### config.mk
export PLATFORM = sky130hd
export DESIGN_NAME = u0pr_top
export DESIGN_NICKNAME = d
export VERILOG_FILES = /design/src/verilog/u0pr_pkg.sv /design/src/verilog/u0pr_top.sv
export SDC_FILE = /design/constraint.sdc
export NUM_CORES = 1
export LEC_CHECK = 0
export ABC_AREA = 1
export BUFFER_PORTS_ARGS = -buffer_cell sky130_fd_sc_hd__buf_2
export CORE_MARGIN = 8
export CORE_UTILIZATION = 45
export CTS_BUF_LIST = sky130_fd_sc_hd__clkbuf_8
export DETAILED_ROUTE_END_ITERATION = 16
export HOLD_SLACK_MARGIN = 0.1
export PLACE_DENSITY_LB_ADDON = 0.15
export RECOVER_POWER = 100
export SYNTH_ARGS = -nofsm -noshare
export SYNTH_HDL_FRONTEND = slang
export SYNTH_SLANG_ARGS = --single-unit
export TNS_END_PERCENT = 100
### constraint.sdc
create_clock -name core_clk -period 2.8 [get_ports core_clk]
set_input_delay 0.42 -clock core_clk [delete_from_list [all_inputs] [get_ports core_clk]]
set_output_delay 0.42 -clock core_clk [all_outputs]
set_load 0.005 [all_outputs]
### src/verilog/u0pr_pkg.sv
// constants for the serial channel zero pin routing and baud timer
// Operation
// - transmit drives pin zero; two-wire receive reads one
// - transmit pin setup same in both modes
// - two-wire receive takes input from pin one
// - single-wire receive uses pin zero as input
// - single-wire mode leaves pin one as port
// - full duplex: pin zero out, pin one in
// - mode bit plus separate in/out select bits
// - table compare value yields listed bit rate
// - bit period is (compare+1) times two times eight
package u0pr_pkg;
  // ==========================================================
  // timing
  localparam int unsigned CLK_PERIOD_NS = 50;
  localparam int unsigned RATE_MAX_KBPS = 300;
  localparam int unsigned CMP_W = 8;
  localparam int unsigned OVF_PER_HALF = 2;
  localparam int unsigned PRE_DIV = 8;
  localparam int unsigned OVF_PER_BIT = OVF_PER_HALF * PRE_DIV;
  localparam logic [3:0] OVF_LAST = 4'(OVF_PER_BIT - 1);
  // example compare values at an 8 MHz timer clock
  localparam logic [7:0] CMP_EX_9615 = 8'h33;
  localparam logic [7:0] CMP_EX_31250 = 8'h0f;
  // ==========================================================
  // reset values
  localparam logic [7:0] TIMER_RST = 8'h00;
  localparam logic [3:0] OVF_CNT_RST = 4'h0;
  localparam logic PIN_OUT_RST = 1'b1;
  localparam logic PIN_OE_RST = 1'b0;
  localparam logic RX_IDLE = 1'b1;
  // ==========================================================
  // role of pin zero
  typedef enum logic [2:0] {
    U0PR_ROLE_PORT = 3'b001,
    U0PR_ROLE_SER_OUT = 3'b010,
    U0PR_ROLE_SER_IN = 3'b100
  } u0pr_role_t;
endpackage : u0pr_pkg

### src/verilog/u0pr_top.sv
// pin routing for serial channel zero with its baud rate timer
`timescale 1ns/1ps
`default_nettype none
module u0pr_top (
  input wire logic core_clk,
  input wire logic rst,
  input wire logic line_connect_mode,
  input wire logic serial_out_select,
  input wire logic serial_in_select,
  input wire logic tx_open_drain_sel,
  input wire logic tx_pin_direction,
  input wire logic rx_pin_direction,
  input wire logic tx_pin_pullup,
  input wire logic port_pullup_one,
  input wire logic port_out_zero,
  input wire logic port_out_one,
  input wire logic serial_tx_line,
  input wire logic baud_run,
  input wire logic [7:0] baud_compare,
  input wire logic port_pin_zero_i,
  input wire logic port_pin_one_i,
  output logic port_pin_zero_o,
  output logic port_pin_zero_oe,
  output logic port_pin_zero_pu,
  output logic port_pin_one_o,
  output logic port_pin_one_oe,
  output logic port_pin_one_pu,
  output logic serial_rx_line,
  output logic port_in_zero,
  output logic port_in_one,
  output logic baud_overflow,
  output logic baud_bit_tick,
  output u0pr_pkg::u0pr_role_t pin_zero_role
);
  // ==========================================================
  // pin synchronisers
  logic p0_s1_reg;
  logic p1_s1_reg;
  logic p0_s2_reg;
  logic p1_s2_reg;
  always_ff @(posedge core_clk or posedge rst) begin
    if (rst) begin
      p0_s1_reg <= 1'b1;
      p1_s1_reg <= 1'b1;
      p0_s2_reg <= 1'b1;
      p1_s2_reg <= 1'b1;
    end else begin
      p0_s1_reg <= port_pin_zero_i;
      p1_s1_reg <= port_pin_one_i;
      p0_s2_reg <= p0_s1_reg;
      p1_s2_reg <= p1_s1_reg;
    end
  end
  assign port_in_zero = p0_s2_reg;
  assign port_in_one = p1_s2_reg;

  // ==========================================================
  // pin multiplexer
  // registered so that a config change never glitches the pin
  logic p0_o_next;
  logic p0_oe_next;
  logic p0_pu_next;
  logic p1_o_next;
  logic p1_oe_next;
  logic p1_pu_next;
  logic rx_next;
  u0pr_pkg::u0pr_role_t role_next;
  logic p0_o_reg;
  logic p0_oe_reg;
  logic p0_pu_reg;
  logic p1_o_reg;
  logic p1_oe_reg;
  logic p1_pu_reg;
  logic rx_reg;
  u0pr_pkg::u0pr_role_t role_reg;

  always_comb begin
    // pin zero: serial output, shared serial input or port
    if (serial_out_select && tx_pin_direction) begin
      role_next = u0pr_pkg::U0PR_ROLE_SER_OUT;
    end else if (line_connect_mode && serial_in_select) begin
      role_next = u0pr_pkg::U0PR_ROLE_SER_IN;
    end else begin
      role_next = u0pr_pkg::U0PR_ROLE_PORT;
    end
    p0_pu_next = tx_pin_pullup;
    case (role_next)
      u0pr_pkg::U0PR_ROLE_SER_OUT: begin
        // open drain only ever pulls low; high comes from the pull-up
        p0_o_next = tx_open_drain_sel ? 1'b0 : serial_tx_line;
        p0_oe_next = tx_open_drain_sel ? ~serial_tx_line : 1'b1;
      end
      u0pr_pkg::U0PR_ROLE_SER_IN: begin
        p0_o_next = u0pr_pkg::PIN_OUT_RST;
        p0_oe_next = 1'b0;
      end
      u0pr_pkg::U0PR_ROLE_PORT: begin
        p0_o_next = port_out_zero;
        p0_oe_next = tx_pin_direction;
      end
      default: begin
        p0_o_next = u0pr_pkg::PIN_OUT_RST;
        p0_oe_next = u0pr_pkg::PIN_OE_RST;
      end
    endcase
    // pin one: serial input only in two-wire mode
    if (!line_connect_mode && serial_in_select) begin
      p1_o_next = u0pr_pkg::PIN_OUT_RST;
      p1_oe_next = 1'b0;
      p1_pu_next = 1'b0;
    end else begin
      p1_o_next = port_out_one;
      p1_oe_next = rx_pin_direction;
      p1_pu_next = port_pullup_one;
    end
    // receive source; idle level when deselected or own pin drives
    if (!serial_in_select) begin
      rx_next = u0pr_pkg::RX_IDLE;
    end else if (line_connect_mode) begin
      // a single wire that we drive cannot also be listened to
      rx_next = (role_next == u0pr_pkg::U0PR_ROLE_SER_IN) ?
                p0_s2_reg : u0pr_pkg::RX_IDLE;
    end else begin
      rx_next = p1_s2_reg;
    end
  end

  always_ff @(posedge core_clk or posedge rst) begin
    if (rst) begin
      p0_o_reg <= u0pr_pkg::PIN_OUT_RST;
      p0_oe_reg <= u0pr_pkg::PIN_OE_RST;
      p0_pu_reg <= 1'b0;
      p1_o_reg <= u0pr_pkg::PIN_OUT_RST;
      p1_oe_reg <= u0pr_pkg::PIN_OE_RST;
      p1_pu_reg <= 1'b0;
      rx_reg <= u0pr_pkg::RX_IDLE;
      role_reg <= u0pr_pkg::U0PR_ROLE_PORT;
    end else begin
      p0_o_reg <= p0_o_next;
      p0_oe_reg <= p0_oe_next;
      p0_pu_reg <= p0_pu_next;
      p1_o_reg <= p1_o_next;
      p1_oe_reg <= p1_oe_next;
      p1_pu_reg <= p1_pu_next;
      rx_reg <= rx_next;
      role_reg <= role_next;
    end
  end
  assign port_pin_zero_o = p0_o_reg;
  assign port_pin_zero_oe = p0_oe_reg;
  assign port_pin_zero_pu = p0_pu_reg;
  assign port_pin_one_o = p1_o_reg;
  assign port_pin_one_oe = p1_oe_reg;
  assign port_pin_one_pu = p1_pu_reg;
  assign serial_rx_line = rx_reg;
  assign pin_zero_role = role_reg;

  // ==========================================================
  // baud timer: core_clk stands in for the oscillator
  logic [7:0] timer_next;
  logic [7:0] timer_reg;
  logic [3:0] ovf_cnt_next;
  logic [3:0] ovf_cnt_reg;
  logic ovf_next;
  logic ovf_reg;
  logic bit_next;
  logic bit_reg;
  logic wrap;
  always_comb begin
    wrap = baud_run && (timer_reg == baud_compare);
    timer_next = u0pr_pkg::TIMER_RST;
    ovf_cnt_next = u0pr_pkg::OVF_CNT_RST;
    if (baud_run) begin
      timer_next = wrap ? u0pr_pkg::TIMER_RST : timer_reg + 8'h01;
      ovf_cnt_next = wrap ? ovf_cnt_reg + 4'h1 : ovf_cnt_reg;
    end
    ovf_next = wrap;
    bit_next = wrap && (ovf_cnt_reg == u0pr_pkg::OVF_LAST);
  end
  always_ff @(posedge core_clk or posedge rst) begin
    if (rst) begin
      timer_reg <= u0pr_pkg::TIMER_RST;
      ovf_cnt_reg <= u0pr_pkg::OVF_CNT_RST;
      ovf_reg <= 1'b0;
      bit_reg <= 1'b0;
    end else begin
      timer_reg <= timer_next;
      ovf_cnt_reg <= ovf_cnt_next;
      ovf_reg <= ovf_next;
      bit_reg <= bit_next;
    end
  end
  assign baud_overflow = ovf_reg;
  assign baud_bit_tick = bit_reg;
endmodule : u0pr_top
`default_nettype wire

Yosys cells after proc, flatten, opt, wreduce, memory -nomap -nowiden. Index checks and enable logic that the tools add are counted. W data, S select, Z words.

Input port bits: 24. Memories kept: 0. Latch bits: 0. Logic and storage cells: 47. Register bits after elaboration: 28. RAM bits: 0. ROM bits: 0.

Multiply operators: 0. Reductions and logical operators: 6. Add/subtract/negate cells: 2. Equality and inequality tests: 6. Mux-type cells: 16. $lt $le $gt $ge: 0. Bitwise gates (word level): 1. Shift-type cells: 0. Div/mod/pow operators: 0.

Operator list (count): $mux W8 (2); $add A8 B1 Y8 const B (1); $eq A8 B8 Y1 (1); $mux W1 (8); $mux W4 (2); $mux W3 (2); $logic_and A1 B1 Y1 (5); $add A4 B1 Y4 const B (1); $eq A4 B4 Y1 const B (1); $pmux W1 S2 (2); $eq A3 B1 Y1 const B (1); $eq A3 B2 Y1 const B (1); $eq A3 B3 Y1 const B (1); $ne A2 B1 Y1 const B (1); $logic_not A1 Y1 (1); $not A1 Y1 (1).

Longest topological paths before layout.
Word-level depth: 7. Depth in mapped cells: 9. Gate-level depth less buffers: 9.

Worst setup path after synthesis. OpenSTA, ideal clock, no wires.

Kind: reg-to-reg. From: register timer_reg[1]. To: register timer_reg[6]. Data arrival time: 1.057 ns. Cell stages (with the launch flop): 6. Slack: 1.623 ns. Cells stage by stage: dfrtp_1 -> ha_1 -> nand2_1 -> nor3_1 -> xor2_1 -> nor2_1.

Cells in the longest elaborated chain, start to end: 4. Elaborated cells on any way between the ends: 5. Those cells by class: add/sub (1); eq/ne (1); mux (2); reduce/logical (1).

RTL lines: start: declaration (line u0pr_top.sv:161) `logic [7:0] timer_reg;`; start signal: assignment (line u0pr_top.sv:182) `timer_reg <= u0pr_pkg::TIMER_RST;`; start signal: assignment (line u0pr_top.sv:187) `timer_reg <= timer_next;`; parallel branches: the longest is 2 deep, another holds $add A8 B1 Y8; $mux W8 (*) (line u0pr_top.sv:174) `timer_next = wrap ? u0pr_pkg::TIMER_RST : timer_reg + 8'h01;`; $mux W8 (*) (line u0pr_top.sv:173) `if (baud_run) begin`; via timer_next[6] (line u0pr_top.sv:160) `logic [7:0] timer_next;`.

Mark *: on every way through the listed nets, which the timed path passes. A chain may end at the register's enable or synchronous reset.

Worst setup path in the final report.
From: register timer_reg[0]. To: register timer_reg[2].

Same word-level chain as after synthesis.

==> metrics.yaml <==
worst_setup_path:
  crit_family: "simple AND/OR/NAND/NOR gates"
  critPathKind: "reg -> reg"
  end_kind: "flip-flop"
  startpoint_type: "flip-flop"
  critPathMaxStageDelay_ps: 420
  cp_data_required_time_ps: 2960
  path_max_fanout: 8
  worstPathCellList: "inv_1, nand2_1, nand2_1, inv_1, nand2_1, nor2_1, nand2_1, nand2_1, nor2_1"
  worst_path_most_repeated_cell: "nand2_1"
  arrival_ps: 1610
  slowest_stage: "dfrtp_1"
  critPathBufInv: 2
flow_run:
  cap_violations: 0
hold_path:
  hold_class: "in -> reg"
synthesis:
  yosysWarnings: 0
  synth-seq-area-share: 0.519
  synth_nets: 195
  synth_cell_type_count: 23
  ys_ff_latch: 28
  synth_area_um2: 1370
  synthCells: 169
  synth_area_per_cell_um2: 8.10
finish:
  flow.area_growth_from_synthesis_pct: 17.9
  nets: 236
  instances_no_fill: 242
  antenna_cells: 0
  final_layout_size_suffix_gt1_frac: 0.196
  largest_reg_flops: 8
  final_cell_mix: "nand2_1 (47), inv_1 (37), buf_2 (26)"
  final_common_cell: "nand2_1"
drt:
  wire_per_inst_um: 10.9
  drt-vias-per-instance: 4.59
  antenna_left: 0
  drt_pass1_iterations: 4
  via_count: 1110
  drc: 0
  drt_wl_total_mm: 2.65
  drt-initial-drc-count: 59
global_routing:
  grt_overflow: 0
  grt_pass1_wl_mm: 4.83
  grt_max_degree: 29
  first_global_vias: 1212
  grtUsageTotal: 0.116
  antenna_found_initial: 0
run_status:
  status: "finished, final reports clean"
clock_network:
  numCtsBuffers: 3
  cts_root_buf: "clkbuf_8"
  insertion_delay_ps: 270
  clk_path_buf_depth: 2
  clkTransAtPathRegs_ps: 90
  ctsHoldBuffers: 0
  h-tree-depth: 1
  cts_sinks: 28
  cts-resized-gates: 0
  cts_tree: "built"
  cts_setup_buffers: 0
timing:
  tightest_slew_ps: 985
  rsz0062_at_grt: "false"
  slew_headroom: 0.342
  period_share: 0.517
  fin_skew_ps: 1.16
  post-route-min-period_ps: 1450
  tns_ps: 0
  hold_slack_ps: 240
  max_freq_mhz: 690
  finalHoldViolCount: 0
  setup_violations: 0
  drv_slew: 0
floorplanning:
  io_pins: 38
  num_rows: 20
  coreArea_um2: 2980
  initial_utilization: 0.460
  die_area_um2: 5060
  die_height_um: 71.2
  die_w_um: 71.2
placed_design:
  gp_congestion: 0.822
  port_buffers: 37
  place_inst: 238
  hpwl_mm: 2.08
pwr:
  max-vdd-ir-drop_uv: 282
  p_per_area_nw_per_um2: 470
  p_leak_nw: 0.901
-- cell families after synthesis --
kind of cell	Yosys count	synth area share
and+or+nand+nor	82	0.263
buffers and inverters	39	0.108
DFF	28	0.519
adders and majority gates	2	0.0183
AOI/OAI and AO/OA	11	0.0466
xor gates and xnor gates	7	0.0448
-- metrics by stage --
| step | total power, mW | setup slack [ps] | util | area [um^2] |
|---|---|---|---|---|
| 5_1_grt | 0.799 | 1140 | 0.542 | 1610 |
| 3_3_place_gp | 0.529 | 1480 | 0.534 | 1590 |
| 4_1_cts | 0.777 | 1450 | 0.553 | 1650 |
| 3_5_place_dp | 0.532 | 1450 | 0.534 | 1590 |
| 6_report | 0.758 | 1350 | 0.542 | 1610 |
| 2_1_floorplan | 0.492 | 1620 | - | 1370 |
-- cell usage after synthesis (all sizes together) --
cell    instances  area share
a21boi          2       0.011
a21o            1      0.0055
a21oi           1      0.0037
buf             1      0.0037
dfrtp          20        0.37
dfstp           8        0.15
ha              2       0.018
inv            38        0.10
nand2          47        0.14
nand3          10       0.037
nand3b          1      0.0055
nand4           1      0.0046
nor2           20       0.062
nor3            3       0.015
o21ai           6       0.022
o22ai           1      0.0046
xnor2           4       0.026
xor2            3       0.019
-- power by group --
part	switching, mW	internal (mW)
Sequential	0.00863	0.426
Combinational	0.0482	0.0350
Clock	0.115	0.126
Total	0.171	0.586
-- final cells by class --
class                   count  area [um^2]
clock buffers               4         55.1
inverters                  38          143
flip-flops and latches     28          711
well taps                  33         41.3
fillers                   288         1360
multi-input cells         102          493
repair buffers             37          171
-- path summary, 6_finish.rpt --
| path | from | to | slack [ps] | depth (start not counted) |
|---|---|---|---|---|
| worst max-delay path | timer_reg[0]$_DFF_PP0_ | timer_reg[2]$_DFF_PP0_ | 1350 | 9 |
| worst min-delay path | port_pin_zero_i | p0_s1_reg$_DFF_PP1_ | 240 | 1 |
| worst min register to register | p1_s1_reg$_DFF_PP1_ | port_in_one$_DFF_PP1_ | 360 | 0 |
| max in group asynchronous | rst | ovf_cnt_reg[1]$_DFFE_PP0P_ | 1830 | 2 |
| min in group asynchronous | rst | port_pin_zero_oe$_DFF_PP0_ | 370 | 2 |
| worst max register to register | timer_reg[0]$_DFF_PP0_ | timer_reg[2]$_DFF_PP0_ | 1350 | 9 |
-- worst reg2reg max path, stage by stage (launching register included) --
cell,delay (ps)
dfrtp_1,420
inv_1,60
nand2_1,50
nand2_1,60
inv_1,60
nand2_1,40
nor2_1,120
nand2_1,210
nand2_1,260
nor2_1,60
-- metal layers --
metal / global-route usage / part of all wire
met1: 0.121 / 0.40
met2: 0.207 / 0.53
met3: 0.0381 / 0.063
met4: 0.0485 / 0.0053
met5: 0 / 0
Note: power is estimated with default switching activity, not from simulation.
